`config.mk`:
```
export PLATFORM = sky130hd
export DESIGN_NAME = ipr_top
export DESIGN_NICKNAME = d
export VERILOG_FILES = /design/src/rtl/ipr_prio_field.v /design/src/rtl/ipr_sticky.v /design/src/rtl/ipr_top.v
export VERILOG_INCLUDE_DIRS = /design/src /design/src/rtl
export SDC_FILE = /design/constraint.sdc
export NUM_CORES = 1
export LEC_CHECK = 0
export BUFFER_PORTS_ARGS = -buffer_cell sky130_fd_sc_hd__buf_2
export CORE_UTILIZATION = 57
export CTS_BUF_LIST = sky130_fd_sc_hd__clkbuf_16
export CTS_CLUSTER_DIAMETER = 120
export DETAILED_ROUTE_END_ITERATION = 6
export HOLD_SLACK_MARGIN = 0.03
export PLACE_DENSITY = 0.85
export SETUP_SLACK_MARGIN = 0.02
export SYNTH_ARGS = -nofsm -noshare
export SYNTH_HDL_FRONTEND = slang
export SYNTH_HIERARCHICAL = 1
export SYNTH_SLANG_ARGS = --single-unit
export TNS_END_PERCENT = 1
```
`constraint.sdc`:
```
create_clock -name clk_in -period 7.25 [get_ports clk_in]
set_input_delay 1.8125 -clock clk_in [delete_from_list [all_inputs] [get_ports clk_in]]
set_output_delay 1.8125 -clock clk_in [all_outputs]
set_load 0.005 [all_outputs]
```
`src/rtl/ipr_map.vh`:
```
`ifndef IPR_MAP_VH
`define IPR_MAP_VH

// ----------------------------------------------------------------
// Register byte offsets
// ----------------------------------------------------------------
`define IPR_OFS_FLAG2       5'h00
`define IPR_OFS_PRIO4       5'h04
`define IPR_OFS_PRIO11      5'h08
`define IPR_OFS_SERVICE     5'h0C
`define IPR_OFS_EVT_STATUS  5'h10
`define IPR_OFS_EVT_MASK    5'h14
`define IPR_OFS_CPU_LEVEL   5'h18
`define IPR_OFS_SRC_PRIO    5'h1C

// ----------------------------------------------------------------
// Field positions
// ----------------------------------------------------------------
`define IPR_FLAG_SPI_ERR    0
`define IPR_FLAG_SPI_EVT    1
`define IPR_FLAG_CAN_RX     2
`define IPR_PRIO_HI_LSB     12
`define IPR_PRIO_MID_LSB    8
`define IPR_PRIO_LO2_LSB    4
`define IPR_PRIO_LO_LSB     0
`define IPR_SVC_LEVEL_LSB   8
`define IPR_SVC_VEC_LSB     0

// ----------------------------------------------------------------
// Widths, reset values and vector numbers
// ----------------------------------------------------------------
`define IPR_PRIO_W          3
`define IPR_LEVEL_W         4
`define IPR_VEC_W           7
`define IPR_NSRC            3
`define IPR_PRIO_RST        3'h4
`define IPR_PRIO_OFF        3'h0
`define IPR_VEC_CAN_RX      7'h40
`define IPR_VEC_SPI_EVT     7'h2A
`define IPR_VEC_SPI_ERR     7'h29

`endif

```
`src/rtl/ipr_prio_field.v`:
```
`timescale 1ns/1ps
// Software priority field; reset value is priority 4
module ipr_prio_field #(
  parameter       W   = 3,
  parameter [W-1:0] RST = 3'h4
) (
  input  wire         clk_in,
  input  wire         rst_n_in,
  input  wire         wr_en_in,
  input  wire [W-1:0] wr_data_in,
  output reg  [W-1:0] prio_out
);
  always @(posedge clk_in) begin
    if (!rst_n_in) begin
      prio_out <= RST;
    end else if (wr_en_in) begin
      prio_out <= wr_data_in;
    end
  end
endmodule // ipr_prio_field

```
`src/rtl/ipr_sticky.v`:
```
`timescale 1ns/1ps
// Sticky flags; a set in the same cycle as a clear wins
module ipr_sticky #(
  parameter W = 3
) (
  input  wire         clk_in,
  input  wire         rst_n_in,
  input  wire [W-1:0] set_in,
  input  wire [W-1:0] clr_in,
  output reg  [W-1:0] flag_out
);
  always @(posedge clk_in) begin
    if (!rst_n_in) begin
      flag_out <= {W{1'b0}};
    end else begin
      flag_out <= (flag_out & ~clr_in) | set_in;
    end
  end
endmodule // ipr_sticky

```
`src/rtl/ipr_top.v`:
```
`timescale 1ns/1ps
`include "ipr_map.vh"
module ipr_top (
  input  wire        clk_in,
  input  wire        rst_n_in,
  input  wire [4:0]  avs_address_in,
  input  wire        avs_read_in,
  input  wire        avs_write_in,
  input  wire [31:0] avs_writedata_in,
  input  wire [3:0]  avs_byteenable_in,
  output reg  [31:0] avs_readdata_out,
  output reg         avs_waitrequest_out,
  input  wire        can_ch1_rx_req_in,
  input  wire        spi_ch2_event_req_in,
  input  wire        spi_ch2_error_req_in,
  output reg         irq_out,
  output reg         pending_out
);

  // ----------------------------------------------------------------
  // Bus slave handshake
  // ----------------------------------------------------------------
  // One wait cycle: the access completes at the edge where waitrequest is
  // sampled low, so read data is prepared one edge earlier.
  // Back-to-back requests are fine; each one takes two cycles.
  wire        req      = avs_read_in | avs_write_in;
  wire        wr_go    = avs_write_in & ~avs_waitrequest_out;
  wire        rd_go    = avs_read_in & ~avs_waitrequest_out;
  wire [15:0] lane_m   = {{8{avs_byteenable_in[1]}}, {8{avs_byteenable_in[0]}}};
  wire        sel_flag = (avs_address_in == `IPR_OFS_FLAG2);
  wire        sel_p4   = (avs_address_in == `IPR_OFS_PRIO4);
  wire        sel_p11  = (avs_address_in == `IPR_OFS_PRIO11);
  wire        sel_est  = (avs_address_in == `IPR_OFS_EVT_STATUS);
  wire        sel_msk  = (avs_address_in == `IPR_OFS_EVT_MASK);
  wire        sel_lvl  = (avs_address_in == `IPR_OFS_CPU_LEVEL);
  wire        sel_sp   = (avs_address_in == `IPR_OFS_SRC_PRIO);
  wire        we_lo    = wr_go & avs_byteenable_in[0];
  wire        we_hi    = wr_go & avs_byteenable_in[1];

  always @(posedge clk_in) begin
    if (!rst_n_in) begin
      avs_waitrequest_out <= 1'b1;
    end else begin
      avs_waitrequest_out <= ~(req & avs_waitrequest_out);
    end
  end

  // ----------------------------------------------------------------
  // Source request flags
  // ----------------------------------------------------------------
  // Software writes 1 to set and 0 to clear; a request in the same cycle wins.
  wire [2:0] req_vec;
  wire [2:0] flag;
  wire [2:0] flag_wmask = (wr_go & sel_flag) ? lane_m[2:0] : 3'h0;
  wire [2:0] flag_wdata = avs_writedata_in[2:0];

  assign req_vec[`IPR_FLAG_CAN_RX]  = can_ch1_rx_req_in;
  assign req_vec[`IPR_FLAG_SPI_EVT] = spi_ch2_event_req_in;
  assign req_vec[`IPR_FLAG_SPI_ERR] = spi_ch2_error_req_in;

  ipr_sticky #(.W(`IPR_NSRC)) u_flags (
    .clk_in   (clk_in),
    .rst_n_in (rst_n_in),
    .set_in   (req_vec | (flag_wmask & flag_wdata)),
    .clr_in   (flag_wmask & ~flag_wdata),
    .flag_out (flag)
  );

  // ----------------------------------------------------------------
  // Event status with read-to-clear, and mask
  // ----------------------------------------------------------------
  // Read data is captured one edge before the access completes; clearing only
  // the bits that were returned keeps an event that lands in between.
  wire [2:0] evt;
  reg  [2:0] evt_mask;

  ipr_sticky #(.W(`IPR_NSRC)) u_events (
    .clk_in   (clk_in),
    .rst_n_in (rst_n_in),
    .set_in   (req_vec),
    .clr_in   ((rd_go & sel_est) ? avs_readdata_out[2:0] : 3'h0),
    .flag_out (evt)
  );

  always @(posedge clk_in) begin
    if (!rst_n_in) begin
      evt_mask <= 3'h0;
    end else if (we_lo & sel_msk) begin
      evt_mask <= avs_writedata_in[2:0];
    end
  end

  // ----------------------------------------------------------------
  // Priority fields
  // ----------------------------------------------------------------
  // Only the implemented fields are stored, so other bits read zero.
  // Fields in the upper byte need byteenable bit 1, lower-byte fields bit 0.
  wire [2:0] change_notify_priority;
  wire [2:0] i2c_ch1_master_priority;
  wire [2:0] i2c_ch1_slave_priority;
  wire [2:0] timer_six_priority;
  wire [2:0] dma_ch4_priority;
  wire [2:0] out_compare_ch8_priority;
  wire [2:0] can_rx_priority;
  wire [2:0] spi_evt_priority;
  wire [2:0] spi_err_priority;
  reg  [3:0] cpu_level;

  ipr_prio_field #(
    .W   (`IPR_PRIO_W),
    .RST (`IPR_PRIO_RST)
  ) u_cn (
    .clk_in     (clk_in),
    .rst_n_in   (rst_n_in),
    .wr_en_in   (we_hi & sel_p4),
    .wr_data_in (avs_writedata_in[14:12]),
    .prio_out   (change_notify_priority)
  );
  ipr_prio_field #(
    .W   (`IPR_PRIO_W),
    .RST (`IPR_PRIO_RST)
  ) u_mi2c (
    .clk_in     (clk_in),
    .rst_n_in   (rst_n_in),
    .wr_en_in   (we_lo & sel_p4),
    .wr_data_in (avs_writedata_in[6:4]),
    .prio_out   (i2c_ch1_master_priority)
  );
  ipr_prio_field #(
    .W   (`IPR_PRIO_W),
    .RST (`IPR_PRIO_RST)
  ) u_si2c (
    .clk_in     (clk_in),
    .rst_n_in   (rst_n_in),
    .wr_en_in   (we_lo & sel_p4),
    .wr_data_in (avs_writedata_in[2:0]),
    .prio_out   (i2c_ch1_slave_priority)
  );
  ipr_prio_field #(
    .W   (`IPR_PRIO_W),
    .RST (`IPR_PRIO_RST)
  ) u_t6 (
    .clk_in     (clk_in),
    .rst_n_in   (rst_n_in),
    .wr_en_in   (we_hi & sel_p11),
    .wr_data_in (avs_writedata_in[14:12]),
    .prio_out   (timer_six_priority)
  );
  ipr_prio_field #(
    .W   (`IPR_PRIO_W),
    .RST (`IPR_PRIO_RST)
  ) u_dma4 (
    .clk_in     (clk_in),
    .rst_n_in   (rst_n_in),
    .wr_en_in   (we_hi & sel_p11),
    .wr_data_in (avs_writedata_in[10:8]),
    .prio_out   (dma_ch4_priority)
  );
  ipr_prio_field #(
    .W   (`IPR_PRIO_W),
    .RST (`IPR_PRIO_RST)
  ) u_oc8 (
    .clk_in     (clk_in),
    .rst_n_in   (rst_n_in),
    .wr_en_in   (we_lo & sel_p11),
    .wr_data_in (avs_writedata_in[2:0]),
    .prio_out   (out_compare_ch8_priority)
  );
  ipr_prio_field #(
    .W   (`IPR_PRIO_W),
    .RST (`IPR_PRIO_RST)
  ) u_canp (
    .clk_in     (clk_in),
    .rst_n_in   (rst_n_in),
    .wr_en_in   (we_hi & sel_sp),
    .wr_data_in (avs_writedata_in[10:8]),
    .prio_out   (can_rx_priority)
  );
  ipr_prio_field #(
    .W   (`IPR_PRIO_W),
    .RST (`IPR_PRIO_RST)
  ) u_spiep (
    .clk_in     (clk_in),
    .rst_n_in   (rst_n_in),
    .wr_en_in   (we_lo & sel_sp),
    .wr_data_in (avs_writedata_in[6:4]),
    .prio_out   (spi_evt_priority)
  );
  ipr_prio_field #(
    .W   (`IPR_PRIO_W),
    .RST (`IPR_PRIO_RST)
  ) u_spirp (
    .clk_in     (clk_in),
    .rst_n_in   (rst_n_in),
    .wr_en_in   (we_lo & sel_sp),
    .wr_data_in (avs_writedata_in[2:0]),
    .prio_out   (spi_err_priority)
  );

  // Current CPU level, written by software; only a priority above it can pend.
  always @(posedge clk_in) begin
    if (!rst_n_in) begin
      cpu_level <= 4'h0;
    end else if (we_lo & sel_lvl) begin
      cpu_level <= avs_writedata_in[3:0];
    end
  end

  // ----------------------------------------------------------------
  // Pending selection
  // ----------------------------------------------------------------
  // A zero priority never beats any level, so the source never pends; irq_out ignores priority.
  // Ties go to the lower flag bit; full arbitration lives elsewhere.
  // The interrupt line follows masked events one cycle late, straight from a flop.
  reg [2:0] win_prio;
  reg [6:0] win_vec;
  reg       win_ok;
  reg [3:0] new_cpu_level;
  reg [6:0] pending_vector_number;

  always @* begin
    win_prio = `IPR_PRIO_OFF;
    win_vec  = 7'h00;
    win_ok   = 1'b0;
    if (flag[`IPR_FLAG_CAN_RX] && ({1'b0, can_rx_priority} > cpu_level)) begin
      win_prio = can_rx_priority;
      win_vec  = `IPR_VEC_CAN_RX;
      win_ok   = 1'b1;
    end
    if (flag[`IPR_FLAG_SPI_EVT] && ({1'b0, spi_evt_priority} > cpu_level)
        && (spi_evt_priority >= win_prio)) begin
      win_prio = spi_evt_priority;
      win_vec  = `IPR_VEC_SPI_EVT;
      win_ok   = 1'b1;
    end
    if (flag[`IPR_FLAG_SPI_ERR] && ({1'b0, spi_err_priority} > cpu_level)
        && (spi_err_priority >= win_prio)) begin
      win_prio = spi_err_priority;
      win_vec  = `IPR_VEC_SPI_ERR;
      win_ok   = 1'b1;
    end
  end

  always @(posedge clk_in) begin
    if (!rst_n_in) begin
      new_cpu_level         <= 4'h0;
      pending_vector_number <= 7'h00;
      pending_out           <= 1'b0;
      irq_out               <= 1'b0;
    end else begin
      new_cpu_level         <= win_ok ? {1'b0, win_prio} : 4'h0;
      pending_vector_number <= win_vec;
      pending_out           <= win_ok;
      irq_out               <= |(evt & evt_mask);
    end
  end

  // ----------------------------------------------------------------
  // Read data
  // ----------------------------------------------------------------
  // Lanes 2 and 3 and the upper write half carry nothing; upper read half is zero.
  reg [15:0] rd_mux;

  always @* begin
    case (avs_address_in)
      `IPR_OFS_FLAG2:      rd_mux = {13'h0000, flag};
      `IPR_OFS_PRIO4:      rd_mux = {1'b0, change_notify_priority, 5'h00,
                                     i2c_ch1_master_priority, 1'b0,
                                     i2c_ch1_slave_priority};
      `IPR_OFS_PRIO11:     rd_mux = {1'b0, timer_six_priority, 1'b0, dma_ch4_priority,
                                     5'h00, out_compare_ch8_priority};
      `IPR_OFS_SERVICE:    rd_mux = {4'h0, new_cpu_level, 1'b0,
                                     pending_vector_number};
      `IPR_OFS_EVT_STATUS: rd_mux = {13'h0000, evt};
      `IPR_OFS_EVT_MASK:   rd_mux = {13'h0000, evt_mask};
      `IPR_OFS_CPU_LEVEL:  rd_mux = {12'h000, cpu_level};
      `IPR_OFS_SRC_PRIO:   rd_mux = {5'h00, can_rx_priority, 1'b0, spi_evt_priority,
                                     1'b0, spi_err_priority};
      default:             rd_mux = 16'h0000;
    endcase
  end

  always @(posedge clk_in) begin
    if (!rst_n_in) begin
      avs_readdata_out <= 32'h00000000;
    end else if (avs_read_in & avs_waitrequest_out) begin
      avs_readdata_out <= {16'h0000, rd_mux};
    end
  end

endmodule // ipr_top

```
==> results of run 1 <==
==> layout make-up <==
type,count,area [µm²]
multi-input combinational,270,1860
clock inverter,7,55.1
tap,72,90.1
inverter,9,33.8
clock buffer,9,225
fill,427,1790
timing repair buffer,44,225
sequential,63,1260
==> power by group <==
| part | total [µW] | internal (µW) | leakage [µW] | switching (µW) |
|---|---|---|---|---|
| clock network | 401 | 234 | 0.000133 | 167 |
| registers | 358 | 353 | 0.000512 | 4.85 |
| logic | 63.0 | 24.9 | 0.000882 | 38.0 |
| total | 823 | 613 | 0.00153 | 210 |
==> kinds of logic after synthesis <==
logic type	Yosys count	synth area share (%)
buf+inv	38	7.06
mux	43	13.2
compound gates	63	13.4
fa+ha+maj	15	5.72
simple gates	130	22.0
flops	63	38.4
other cells	1	0.114
==> stage by stage <==
stage                     cells  power, µW
after floorplan             371        410
after global placement      458        425
after detailed placement    458        427
after CTS                   474        823
after global routing        474        846
final                       474        823
==> routing by layer <==
layer,global-route usage (%),routed length [µm],vias up
met1,34.1,3370,1328
met5,0,0,-
met3,8.47,666,23
met4,14.2,223,0
met2,45.9,3910,161
li1,-,-,1313
==> worst max path at each step <==
stage	from	to	slack (ns)	depth (start not counted)
detailed placement	cpu_level[2]$_SDFFE_PN0P_	pending_out$_SDFF_PN0_	2.91	17
finish	u_canp/prio_out[0]$_SDFFE_PN0P_	pending_out$_SDFF_PN0_	2.75	17
floorplan	avs_address_in[1]	u_mi2c/prio_out[2]$_SDFFE_PN1P_	3.61	5
CTS	cpu_level[2]$_SDFFE_PN0P_	pending_out$_SDFF_PN0_	2.87	17
global route	u_canp/prio_out[0]$_SDFFE_PN0P_	pending_out$_SDFF_PN0_	2.37	19
global placement	u_canp/prio_out[0]$_SDFFE_PN0P_	pending_out$_SDFF_PN0_	3.04	17
==> cell usage after synthesis (2+ instances only) <==
cell,instances
clkbuf_1,6
nand3_1,11
a221oi_1,2
dfxtp_1,63
nor2b_4,6
a22o_1,6
a21oi_1,8
nor3_1,8
and3_1,2
ha_1,15
o21ai_0,16
nor2_1,32
a31oi_1,6
buf_4,19
o21a_1,6
a222oi_1,5
nand3b_1,7
inv_1,8
a22oi_1,2
mux2_2,3
a32oi_1,2
nand2_1,23
a21o_1,3
and2_1,9
mux2i_1,40
nand2b_1,2
o211ai_1,2
nor4_1,3
buf_2,2
nor2b_1,22
buf_6,2
==> worst max-delay path: cells and delay by family (launching register included) <==
kind                       cells  cell delay [ns]
DFF                            1             0.40
and+or+nand+nor                6             1.25
buffers and inverters          1             0.09
AOI/OAI and AO/OA              7             1.75
adders and majority gates      3             0.87
==> registers in the layout (all words and copies together), names as in the netlist <==
signal / count
u_dma4/prio_out: 3
u_canp/prio_out: 3
u_cn/prio_out: 3
u_events/flag_out: 3
u_mi2c/prio_out: 3
avs_waitrequest_out: 1
u_flags/flag_out: 3
irq_out: 1
u_spirp/prio_out: 3
u_t6/prio_out: 3
pending_out: 1
u_oc8/prio_out: 3
evt_mask: 3
u_spiep/prio_out: 3
pending_vector_number: 4
u_si2c/prio_out: 3
cpu_level: 4
new_cpu_level: 3
avs_readdata_out: 13
==> flow_results.xml, run 1 <==
<?xml version="1.0" encoding="UTF-8"?>
<metrics>
  <group name="outcome">
    <metric name="run_status" unit="">completed</metric>
  </group>
  <group name="final_layout">
    <metric name="area_growth" unit="%">14.2</metric>
    <metric name="drive_gt1_share" unit="%">17.9</metric>
    <metric name="postLayoutCoreUtil" unit="%">67.6</metric>
    <metric name="stdcell_area" unit="µm²">3750</metric>
    <metric name="mostFrequentLayoutCell" unit="">dfxtp_1</metric>
    <metric name="antenna_cells" unit="">0</metric>
    <metric name="final_cell_mix" unit="">dfxtp_1 (63), buf_2 (42), mux2i_1 (40)</metric>
    <metric name="layout.nets" unit="">460</metric>
  </group>
  <group name="logic_synthesis">
    <metric name="largest_area_contributor_in_the_synthesized_netlist" unit="">dfxtp_1</metric>
    <metric name="synth_seq_area_share" unit="%">38.4</metric>
    <metric name="ys.flop_type" unit="">dfxtp_1</metric>
    <metric name="synth_cell_types" unit="">43</metric>
    <metric name="cells_after_synth" unit="">353</metric>
    <metric name="postSynth.asyncResetShare" unit="%">0</metric>
    <metric name="synth_enable_flop_cells" unit="">0</metric>
    <metric name="post_synth_main_area_contributors" unit="">dfxtp_1 (38%), mux2i_1 (12%), ha_1 (5.7%), buf_4 (4.3%), nor2b_1 (4.2%)</metric>
    <metric name="syn-mean-instance-area" unit="µm²">9.29</metric>
    <metric name="ys_ff_latch" unit="">63</metric>
    <metric name="share_of_the_synthesized_area_in_the_top_cell_type" unit="%">38.4</metric>
    <metric name="total_number_of_yosys_warnings" unit="">6</metric>
    <metric name="synth.cell_area" unit="µm²">3280</metric>
  </group>
  <group name="cts">
    <metric name="cts_tree" unit="">built</metric>
    <metric name="ctsLongestPathBuffers" unit="">2</metric>
    <metric name="cts_num_sinks" unit="">63</metric>
    <metric name="cts_setup_buffers" unit="">0</metric>
    <metric name="cts.clk_slew.worst_paths" unit="ns">0.06</metric>
    <metric name="ctsResizeCount" unit="">0</metric>
    <metric name="cts_buffers" unit="">9</metric>
    <metric name="insertion_delay" unit="ns">0.34</metric>
    <metric name="cts.root.buffer_cell" unit="">clkbuf_16</metric>
    <metric name="holdBufCountCts" unit="">0</metric>
    <metric name="cts_htree_levels" unit="">3</metric>
  </group>
  <group name="sta">
    <metric name="min_tclk_post_route" unit="ns">4.50</metric>
    <metric name="rsz0062_at_grt" unit="">false</metric>
    <metric name="max-slew-margin-rel" unit="%">35.5</metric>
    <metric name="layout_setup_ws" unit="ns">2.75</metric>
    <metric name="slew_violations" unit="">0</metric>
    <metric name="timing.fmax" unit="MHz">222</metric>
    <metric name="setup_viol" unit="">0</metric>
    <metric name="hold_viol" unit="">0</metric>
    <metric name="fin_crit_sh" unit="%">62.0</metric>
    <metric name="timing.setup.tns" unit="ns">0</metric>
    <metric name="worst_clock_skew" unit="ns">0.00894</metric>
    <metric name="worst-slew-pin-transition" unit="ns">0.958</metric>
    <metric name="hold_ws" unit="ns">0.478</metric>
  </group>
  <group name="hold_path">
    <metric name="worstHoldPathType" unit="">reg -&gt; reg</metric>
    <metric name="timing.hold.worst_path_depth" unit="">2</metric>
    <metric name="hold_start" unit="">u_cn/prio_out[2]$_SDFFE_PN1P_</metric>
    <metric name="hold_path_end" unit="">u_cn/prio_out[2]$_SDFFE_PN1P_</metric>
  </group>
  <group name="setup_path">
    <metric name="worstPathArrival" unit="ns">4.69</metric>
    <metric name="worst-r2r-setup-slack" unit="ns">2.75</metric>
    <metric name="critPathLaunchType" unit="">flop</metric>
    <metric name="timing.critical_path.to_type" unit="">flop</metric>
    <metric name="crit_path_cells" unit="">inv_1 &gt; ha_1 &gt; nand3_1 &gt; o2111ai_1 &gt; nor2_1 &gt; nand2_1 &gt; ha_1 &gt; a21oi_1 &gt; a211oi_1 &gt; nand2_1 &gt; and2_1 &gt; ha_1 &gt; o21ai_0 &gt; a21oi_1 &gt; o211ai_1 &gt; nor2b_1 &gt; a21oi_1</metric>
    <metric name="slowest_stage" unit="">a211oi_1</metric>
    <metric name="slowest_delay" unit="ns">0.69</metric>
    <metric name="rr_startpoint" unit="">u_canp/prio_out[0]$_SDFFE_PN0P_</metric>
    <metric name="worstReg2RegEnd" unit="">pending_out$_SDFF_PN0_</metric>
    <metric name="worstRegToRegCells" unit="">17</metric>
    <metric name="crit_path_max_fanout" unit="">9</metric>
    <metric name="setup.worst_path.class" unit="">reg -&gt; reg</metric>
    <metric name="timing.critical_path.required" unit="ns">7.45</metric>
  </group>
  <group name="power">
    <metric name="vdd_drop_max" unit="mV">0.166</metric>
    <metric name="power-per-cell-area" unit="nW/µm²">220</metric>
    <metric name="power.leakage" unit="µW">0.00153</metric>
  </group>
  <group name="placed_design">
    <metric name="pre_cts_ws" unit="ns">2.91</metric>
    <metric name="numPortBuffers" unit="">42</metric>
    <metric name="detailed_place_hpwl" unit="µm">5640</metric>
    <metric name="place.gp.congestion" unit="">0.844</metric>
    <metric name="dpl-instance-area" unit="µm²">3470</metric>
  </group>
  <group name="floorplan">
    <metric name="die_h" unit="µm">77.9</metric>
    <metric name="floorplan.die.width" unit="µm">77.9</metric>
    <metric name="core" unit="µm²">5540</metric>
    <metric name="fp-row-count" unit="">27</metric>
    <metric name="initial_utilization" unit="%">59.2</metric>
    <metric name="floorplan.die_area" unit="µm²">6060</metric>
    <metric name="design.portCount" unit="">83</metric>
  </group>
  <group name="grt">
    <metric name="first_global_vias" unit="">2771</metric>
    <metric name="grt_first_pass_wirelength" unit="µm">13100</metric>
    <metric name="total_grt_usage" unit="%">28.4</metric>
    <metric name="grt_start_max_net_pins" unit="">48</metric>
    <metric name="antenna_violations_before_repair" unit="">0</metric>
    <metric name="overflow" unit="">0</metric>
  </group>
  <group name="drt">
    <metric name="viasPerCell" unit="">5.96</metric>
    <metric name="route.antenna.remaining_nets" unit="">0</metric>
    <metric name="drcViolationCount" unit="">0</metric>
    <metric name="routed_wl" unit="µm">8170</metric>
    <metric name="post_drt_wl_per_cell" unit="µm">17.2</metric>
    <metric name="detailroute.via_count" unit="">2825</metric>
    <metric name="dr.first_iter.drc_count" unit="">262</metric>
    <metric name="detailed_routing_iteration_count_for_the_pre_antenna_repair_pass" unit="">5</metric>
  </group>
  <group name="job">
    <metric name="drv.max_cap_violation_count" unit="">0</metric>
  </group>
</metrics>
(Power assumes the default switching activity.)
==> run 2: changes to the inputs <==
--- a/config.mk
+++ b/config.mk
@@ -7,12 +7,12 @@
 export NUM_CORES = 1
 export LEC_CHECK = 0
 export BUFFER_PORTS_ARGS = -buffer_cell sky130_fd_sc_hd__buf_2
-export CORE_UTILIZATION = 57
+export CORE_UTILIZATION = 48
 export CTS_BUF_LIST = sky130_fd_sc_hd__clkbuf_16
 export CTS_CLUSTER_DIAMETER = 120
 export DETAILED_ROUTE_END_ITERATION = 6
 export HOLD_SLACK_MARGIN = 0.03
-export PLACE_DENSITY = 0.85
+export PLACE_DENSITY = 0.76
 export SETUP_SLACK_MARGIN = 0.02
 export SYNTH_ARGS = -nofsm -noshare
 export SYNTH_HDL_FRONTEND = slang
==> constraint.sdc (replaced) <==
create_clock -name clk_in -period 3.69 [get_ports clk_in]
set_input_delay 0.9225 -clock clk_in [delete_from_list [all_inputs] [get_ports clk_in]]
set_output_delay 0.9225 -clock clk_in [all_outputs]
set_load 0.005 [all_outputs]
==> run 2 against run 1 <==
- the run now ends with DRC left
- worst hold slack worse by 0.0027 ns
- highest routed layer unchanged
- power is 120% higher
- non-clock buffer count is 18 higher
- clock-buffer cell count is the same
- sequential cell count unchanged
- fmax rose by 25%
- cell count up 4.9%
- routed wire length increased by 8.0%
- via count rose by 4.1%
- clock skew is 0.0054 ns lower
- global-route usage is 4.0 points lower
- utilization down 5.5 points
==> flow_results.xml, run 2 (synthesis results as in run 1) <==
<?xml version="1.0" encoding="UTF-8"?>
<metrics>
  <group name="grt">
    <metric name="antenna_violations_before_repair" unit="">0</metric>
    <metric name="overflow" unit="">0</metric>
    <metric name="grt_start_max_net_pins" unit="">47</metric>
    <metric name="total_grt_usage" unit="%">24.4</metric>
    <metric name="first_global_vias" unit="">2681</metric>
    <metric name="grt_first_pass_wirelength" unit="µm">13300</metric>
  </group>
  <group name="floorplan">
    <metric name="floorplan.die.width" unit="µm">84.7</metric>
    <metric name="initial_utilization" unit="%">50.8</metric>
    <metric name="design.portCount" unit="">83</metric>
    <metric name="core" unit="µm²">6460</metric>
    <metric name="die_h" unit="µm">84.7</metric>
    <metric name="fp-row-count" unit="">29</metric>
    <metric name="floorplan.die_area" unit="µm²">7170</metric>
  </group>
  <group name="sta">
    <metric name="worst-slew-pin-transition" unit="ns">0.778</metric>
    <metric name="fin_crit_sh" unit="%">97.4</metric>
    <metric name="max-slew-margin-rel" unit="%">47.7</metric>
    <metric name="worst_clock_skew" unit="ns">0.00351</metric>
    <metric name="hold_ws" unit="ns">0.475</metric>
    <metric name="min_tclk_post_route" unit="ns">3.59</metric>
    <metric name="hold_viol" unit="">0</metric>
    <metric name="slew_violations" unit="">0</metric>
    <metric name="setup_viol" unit="">0</metric>
    <metric name="timing.fmax" unit="MHz">278</metric>
  </group>
  <group name="setup_path">
    <metric name="crit_buf_inv" unit="">4</metric>
    <metric name="slowest_stage" unit="">dfxtp_2</metric>
    <metric name="crit_path_max_fanout" unit="">8</metric>
    <metric name="worstPathArrival" unit="ns">3.80</metric>
    <metric name="rr_startpoint" unit="">u_canp/prio_out[0]$_SDFFE_PN0P_</metric>
    <metric name="critPathCapture" unit="">pending_out$_SDFF_PN0_</metric>
    <metric name="critPathLaunchType" unit="">flop</metric>
    <metric name="startpoint" unit="">u_canp/prio_out[0]$_SDFFE_PN0P_</metric>
    <metric name="worstRegToRegCells" unit="">20</metric>
    <metric name="worst-r2r-setup-slack" unit="ns">0.1</metric>
    <metric name="worstReg2RegEnd" unit="">pending_out$_SDFF_PN0_</metric>
    <metric name="timing.critical_path.depth" unit="">20</metric>
    <metric name="slowest_delay" unit="ns">0.33</metric>
    <metric name="timing.critical_path.to_type" unit="">flop</metric>
    <metric name="crit_path_cells" unit="">inv_2 &gt; ha_1 &gt; nand3_1 &gt; o2111ai_2 &gt; nor2_2 &gt; buf_4 &gt; nand2_1 &gt; ha_1 &gt; nand3_2 &gt; a211oi_2 &gt; buf_4 &gt; nand2_1 &gt; and2_1 &gt; ha_1 &gt; o21ai_1 &gt; a21oi_1 &gt; o211ai_1 &gt; buf_4 &gt; nor2b_2 &gt; a21oi_1</metric>
    <metric name="cpLargestDelayFamily" unit="">simple AND/OR/NAND/NOR gates</metric>
    <metric name="setup.worst_path.class" unit="">reg -&gt; reg</metric>
    <metric name="timing.critical_path.required" unit="ns">3.90</metric>
  </group>
  <group name="final_layout">
    <metric name="layout.cells.non_filler" unit="">497</metric>
    <metric name="largestRegisters" unit="">avs_readdata_out: 13 flops, cpu_level: 4 flops, pending_vector_number: 4 flops</metric>
    <metric name="drive_gt1_share" unit="%">26.0</metric>
    <metric name="layout.nets" unit="">478</metric>
    <metric name="largest_register_ffs" unit="">13</metric>
    <metric name="antenna_cells" unit="">0</metric>
    <metric name="stdcell_area" unit="µm²">4010</metric>
    <metric name="largest-register" unit="">avs_readdata_out</metric>
    <metric name="mostFrequentLayoutCell" unit="">dfxtp_1</metric>
    <metric name="fillerInstances" unit="">542</metric>
    <metric name="final_cell_mix" unit="">dfxtp_1 (59), buf_2 (42), mux2i_1 (40)</metric>
    <metric name="area_growth" unit="%">22.3</metric>
  </group>
  <group name="cts">
    <metric name="cts_buffers" unit="">9</metric>
    <metric name="cts.clk_slew.worst_paths" unit="ns">0.06</metric>
    <metric name="ctsLongestPathBuffers" unit="">2</metric>
    <metric name="cts.root.buffer_cell" unit="">clkbuf_16</metric>
    <metric name="cts_tree" unit="">built</metric>
    <metric name="insertion_delay" unit="ns">0.33</metric>
    <metric name="cts_num_sinks" unit="">63</metric>
    <metric name="cts_htree_levels" unit="">3</metric>
  </group>
  <group name="power">
    <metric name="vdd_drop_max" unit="mV">0.322</metric>
    <metric name="power-per-cell-area" unit="nW/µm²">445</metric>
    <metric name="power.total" unit="µW">1780</metric>
    <metric name="power.leakage" unit="µW">0.00167</metric>
  </group>
  <group name="placed_design">
    <metric name="dp_cells" unit="">473</metric>
    <metric name="detailed_place_hpwl" unit="µm">5830</metric>
    <metric name="dpl-instance-area" unit="µm²">3550</metric>
    <metric name="place.gp.congestion" unit="">0.880</metric>
    <metric name="numPortBuffers" unit="">42</metric>
  </group>
  <group name="outcome">
    <metric name="failed_checks" unit="">DRC</metric>
    <metric name="run_status" unit="">finished with violations</metric>
  </group>
  <group name="drt">
    <metric name="drcViolationCount" unit="">8</metric>
    <metric name="detailroute.via_count" unit="">2942</metric>
    <metric name="detailed_routing_iteration_count_for_the_pre_antenna_repair_pass" unit="">7</metric>
    <metric name="viasPerCell" unit="">5.92</metric>
    <metric name="dr.first_iter.drc_count" unit="">252</metric>
    <metric name="post_drt_wl_per_cell" unit="µm">17.7</metric>
    <metric name="route.antenna.remaining_nets" unit="">0</metric>
    <metric name="routed_wl" unit="µm">8820</metric>
  </group>
  <group name="job">
    <metric name="drv.max_cap_violation_count" unit="">0</metric>
  </group>
  <group name="hold_path">
    <metric name="worstHoldPathType" unit="">reg -&gt; reg</metric>
  </group>
</metrics>
run 2: through the flow:
stage	setup WS (ns)	util, %	TNS (ns)
6_report	0.0975	62.1	0
2_1_floorplan	0.104	-	0
4_1_cts	0.0639	60.0	0
3_5_place_dp	0.0642	54.9	0
3_3_place_gp	0.128	54.9	0
5_1_grt	-0.161	62.1	-0.958
run 2: per-layer routing:
| layer | vias to the layer above | GRT usage [%] | part of all wire (%) |
|---|---|---|---|
| li1 | 1347 | - | - |
| met5 | - | 0 | 0 |
| met2 | 136 | 39.0 | 48 |
| met4 | 0 | 9.24 | 2.1 |
| met1 | 1437 | 32.4 | 42 |
| met3 | 22 | 5.11 | 7.2 |
run 2: area by class of cell:
cell class	count	area, µm²	share of cell area (%)
Clock inverter	7	103	2.56
Multi-Input combinational cell	270	1920	48.0
Sequential cell	63	1270	31.6
Clock buffer	9	225	5.61
Timing Repair Buffer	62	364	9.07
Inverter	9	33.8	0.842
Tap cell	77	96.3	2.40
run 2: worst min path at each step:
stage | startpoint | endpoint | slack [ns] | depth (start not counted)
after CTS | u_cn/prio_out[2]$_SDFFE_PN1P_ | u_cn/prio_out[2]$_SDFFE_PN1P_ | 0.48 | 2
after detailed placement | u_cn/prio_out[2]$_SDFFE_PN1P_ | u_cn/prio_out[2]$_SDFFE_PN1P_ | 0.46 | 2
after global routing | avs_waitrequest_out$_SDFF_PN1_ | avs_waitrequest_out$_SDFF_PN1_ | 0.52 | 1
after global placement | avs_waitrequest_out$_SDFF_PN1_ | avs_waitrequest_out$_SDFF_PN1_ | 0.45 | 1
after floorplan | u_mi2c/prio_out[2]$_SDFFE_PN1P_ | u_mi2c/prio_out[2]$_SDFFE_PN1P_ | 0.44 | 2
final | u_cn/prio_out[2]$_SDFFE_PN1P_ | u_cn/prio_out[2]$_SDFFE_PN1P_ | 0.47 | 2
run 2: power breakdown:
part           internal [µW]  switching (µW)  total (µW)
sequential               694            9.94         704
clock                    599             336         935
combinational           62.3            82.2         145
total                   1360             428        1780
run 2: repair_timing:
action | in CTS | in global routing
endpoints found under the setup margin | 1 | 7
buffers inserted | 0 | 7
cloned | 0 | 1
pin swaps | 0 | 7
gates resized for setup | 1 | 20
hold buffers | 0 | 0
run 2: worst register-to-register path: stages, from the launching register on:
cell and delay, ns:
dfxtp_2 0.33, inv_2 0.05, ha_1 0.29, nand3_1 0.09, o2111ai_2 0.11, nor2_2 0.21, buf_4 0.15, nand2_1 0.06
ha_1 0.29, nand3_2 0.08, a211oi_2 0.20, buf_4 0.19, nand2_1 0.08, and2_1 0.18, ha_1 0.27, o21ai_1 0.13
a21oi_1 0.05, o211ai_1 0.23, buf_4 0.18, nor2b_2 0.19, a21oi_1 0.12
==> run 3: changes to the inputs <==
--- a/config.mk
+++ b/config.mk
@@ -7,12 +7,12 @@
 export NUM_CORES = 1
 export LEC_CHECK = 0
 export BUFFER_PORTS_ARGS = -buffer_cell sky130_fd_sc_hd__buf_2
-export CORE_UTILIZATION = 48
+export CORE_UTILIZATION = 45
 export CTS_BUF_LIST = sky130_fd_sc_hd__clkbuf_16
 export CTS_CLUSTER_DIAMETER = 120
 export DETAILED_ROUTE_END_ITERATION = 6
 export HOLD_SLACK_MARGIN = 0.03
-export PLACE_DENSITY = 0.76
+export PLACE_DENSITY = 0.69
 export SETUP_SLACK_MARGIN = 0.02
 export SYNTH_ARGS = -nofsm -noshare
 export SYNTH_HDL_FRONTEND = slang
==> run 3 against run 2 <==
- first-iteration DRC count down 19%
- utilization down 4.7 points
- power down 4.4%
- combinational power down 7%
- the flow now finishes without violations
- fmax up 5.4%
- cell area down 1.2%
- sequential cell count unchanged
- via count down 7.1%
- clock power down 7.4%
- die area up 6.5%
- register-to-register slack better by 0.18 ns
- critical path depth up 2
==> flow_results.xml, run 3 (synthesis results as in run 1) <==
<?xml version="1.0" encoding="UTF-8"?>
<metrics>
  <group name="outcome">
    <metric name="run_status" unit="">completed</metric>
  </group>
  <group name="placed_design">
    <metric name="detailed_place_hpwl" unit="µm">5760</metric>
    <metric name="place.gp.congestion" unit="">0.846</metric>
    <metric name="numPortBuffers" unit="">42</metric>
    <metric name="dp_cells" unit="">491</metric>
    <metric name="pre_cts_ws" unit="ns">0.0246</metric>
  </group>
  <group name="sta">
    <metric name="timing.fmax" unit="MHz">293</metric>
    <metric name="fin_crit_sh" unit="%">92.4</metric>
    <metric name="worst_clock_skew" unit="ns">0.00428</metric>
    <metric name="max-slew-margin-rel" unit="%">47.2</metric>
    <metric name="rsz0062_at_grt" unit="">false</metric>
    <metric name="min_tclk_post_route" unit="ns">3.41</metric>
    <metric name="setup_viol" unit="">0</metric>
    <metric name="hold_viol" unit="">0</metric>
    <metric name="layout_setup_ws" unit="ns">0.282</metric>
    <metric name="timing.setup.tns" unit="ns">0</metric>
    <metric name="worst-slew-pin-transition" unit="ns">0.789</metric>
    <metric name="slew_violations" unit="">0</metric>
  </group>
  <group name="drt">
    <metric name="detailed_routing_iteration_count_for_the_pre_antenna_repair_pass" unit="">6</metric>
    <metric name="viasPerCell" unit="">5.35</metric>
    <metric name="drcViolationCount" unit="">0</metric>
    <metric name="post_drt_wl_per_cell" unit="µm">15.9</metric>
    <metric name="routed_wl" unit="µm">8130</metric>
    <metric name="dr.first_iter.drc_count" unit="">204</metric>
    <metric name="route.antenna.remaining_nets" unit="">0</metric>
    <metric name="detailroute.via_count" unit="">2733</metric>
  </group>
  <group name="floorplan">
    <metric name="floorplan.die.width" unit="µm">87.4</metric>
    <metric name="core" unit="µm²">6910</metric>
    <metric name="initial_utilization" unit="%">47.5</metric>
    <metric name="die_h" unit="µm">87.4</metric>
    <metric name="design.portCount" unit="">83</metric>
    <metric name="floorplan.die_area" unit="µm²">7640</metric>
    <metric name="fp-row-count" unit="">30</metric>
  </group>
  <group name="setup_path">
    <metric name="worstRegToRegCells" unit="">22</metric>
    <metric name="slowest_stage" unit="">dfxtp_2</metric>
    <metric name="timing.critical_path.depth" unit="">22</metric>
    <metric name="timing.critical_path.required" unit="ns">3.90</metric>
    <metric name="crit_buf_inv" unit="">5</metric>
    <metric name="crit_path_cells" unit="">inv_1 &gt; ha_1 &gt; nand3_2 &gt; o2111ai_2 &gt; nor2_2 &gt; inv_1 &gt; nor2_1 &gt; ha_1 &gt; nand2b_1 &gt; nand3_1 &gt; a211oi_2 &gt; buf_4 &gt; nand3b_1 &gt; and2_1 &gt; ha_1 &gt; o21ai_1 &gt; a21oi_1 &gt; o211ai_1 &gt; buf_4 &gt; buf_4 &gt; o21ai_0 &gt; a31oi_1</metric>
    <metric name="slowest_delay" unit="ns">0.32</metric>
    <metric name="worstPathArrival" unit="ns">3.62</metric>
    <metric name="cpLargestDelayFamily" unit="">simple AND/OR/NAND/NOR gates</metric>
    <metric name="timing.critical_path.to_type" unit="">flop</metric>
    <metric name="critPathLaunchType" unit="">flop</metric>
    <metric name="crit_path_max_fanout" unit="">8</metric>
    <metric name="setup.worst_path.class" unit="">reg -&gt; reg</metric>
  </group>
  <group name="cts">
    <metric name="cts_htree_levels" unit="">3</metric>
    <metric name="cts_tree" unit="">built</metric>
    <metric name="insertion_delay" unit="ns">0.32</metric>
    <metric name="ctsLongestPathBuffers" unit="">2</metric>
    <metric name="cts.root.buffer_cell" unit="">clkbuf_16</metric>
    <metric name="cts_buffers" unit="">9</metric>
    <metric name="cts.clk_slew.worst_paths" unit="ns">0.05</metric>
    <metric name="holdBufCountCts" unit="">0</metric>
    <metric name="cts_num_sinks" unit="">63</metric>
  </group>
  <group name="grt">
    <metric name="first_global_vias" unit="">2587</metric>
    <metric name="antenna_violations_before_repair" unit="">0</metric>
    <metric name="grt_start_max_net_pins" unit="">47</metric>
    <metric name="grt_first_pass_wirelength" unit="µm">12900</metric>
    <metric name="overflow" unit="">0</metric>
    <metric name="total_grt_usage" unit="%">22.5</metric>
  </group>
  <group name="power">
    <metric name="vdd_drop_max" unit="mV">0.261</metric>
    <metric name="power.total" unit="µW">1710</metric>
    <metric name="power.leakage" unit="µW">0.00164</metric>
    <metric name="power-per-cell-area" unit="nW/µm²">430</metric>
  </group>
  <group name="final_layout">
    <metric name="postLayoutCoreUtil" unit="%">57.4</metric>
    <metric name="largest_register_ffs" unit="">13</metric>
    <metric name="drive_gt1_share" unit="%">22.9</metric>
    <metric name="largest-register" unit="">avs_readdata_out</metric>
    <metric name="layout.cells.non_filler" unit="">511</metric>
    <metric name="antenna_cells" unit="">0</metric>
    <metric name="area_growth" unit="%">20.9</metric>
    <metric name="mostFrequentLayoutCell" unit="">dfxtp_1</metric>
    <metric name="layout.nets" unit="">473</metric>
    <metric name="final_cell_mix" unit="">dfxtp_1 (60), buf_2 (42), mux2i_1 (40)</metric>
    <metric name="largestRegisters" unit="">avs_readdata_out: 13 flops, cpu_level: 4 flops, pending_vector_number: 4 flops</metric>
  </group>
  <group name="job">
    <metric name="drv.max_cap_violation_count" unit="">0</metric>
  </group>
  <group name="hold_path">
    <metric name="timing.hold.worst_path_depth" unit="">2</metric>
    <metric name="worstHoldPathType" unit="">reg -&gt; reg</metric>
  </group>
</metrics>
==> run 3: changes by cell type in the layout (fill, tap and decap cells not counted), sizes merged <==
cell	delta
buf	-4
clkdlybuf4s15	-1
clkinv	+2
clkinvlp	-1
inv	-1
==> run 3: report_power, final <==
| group | total [µW] | internal, µW | switching (µW) |
|---|---|---|---|
| sequential | 705 | 695 | 10.0 |
| clock | 866 | 580 | 286 |
| combinational | 135 | 58.8 | 76.3 |
==> run 3: final cells by class <==
class,instances,area (µm²)
Sequential cell,63,1260
Multi-Input combinational cell,270,1920
Clock inverter,7,80.1
Clock buffer,9,225
Fill cell,648,2940
Inverter,9,33.8
Timing Repair Buffer,57,323
Tap cell,96,120
==> run 3: per-layer routing <==
layer  vias to the layer above  part of all wire (%)  global-route usage, %
li1                       1340                     -                      -
met1                      1286                    46                   29.5
met2                        96                    46                   35.1
met3                        11                   5.9                   6.73
met4                         0                   1.5                   7.75
met5                         -                     0                      0
==> run 3: worst paths after layout <==
path         slack (ns)                             end                       startpoint
max                0.28     new_cpu_level[1]$_SDFF_PN0_  u_canp/prio_out[0]$_SDFFE_PN0P_
min                0.47  u_oc8/prio_out[2]$_SDFFE_PN1P_   u_oc8/prio_out[2]$_SDFFE_PN1P_
max reg2reg        0.28     new_cpu_level[1]$_SDFF_PN0_  u_canp/prio_out[0]$_SDFFE_PN0P_
min reg2reg        0.47  u_oc8/prio_out[2]$_SDFFE_PN1P_   u_oc8/prio_out[2]$_SDFFE_PN1P_
==> run 3: metrics by stage <==
stage	cell area (µm²)	hold slack (ns)
detailed placement	3560	0.459
global route	3970	0.493
finish	3970	0.469
CTS	3870	0.472
global placement	3560	0.453
floorplan	3350	0.439
==> run 3: repair_timing <==
item | 4_1_cts | 5_1_grt
buffers inserted | 0 | 4
gates resized for setup | 0 | 17
endpoints found under the setup margin | 0 | 7
==> run 3: worst reg2reg max path, stage by stage (launching register included) <==
cell       delay (ns)
dfxtp_2          0.32
inv_1            0.06
ha_1             0.30
nand3_2          0.07
o2111ai_2        0.11
nor2_2           0.16
inv_1            0.08
nor2_1           0.09
ha_1             0.22
nand2b_1         0.14
nand3_1          0.09
a211oi_2         0.06
buf_4            0.18
nand3b_1         0.18
and2_1           0.17
ha_1             0.27
o21ai_1          0.06
a21oi_1          0.11
o211ai_1         0.11
buf_4            0.17
buf_4            0.14
o21ai_0          0.14
a31oi_1          0.06
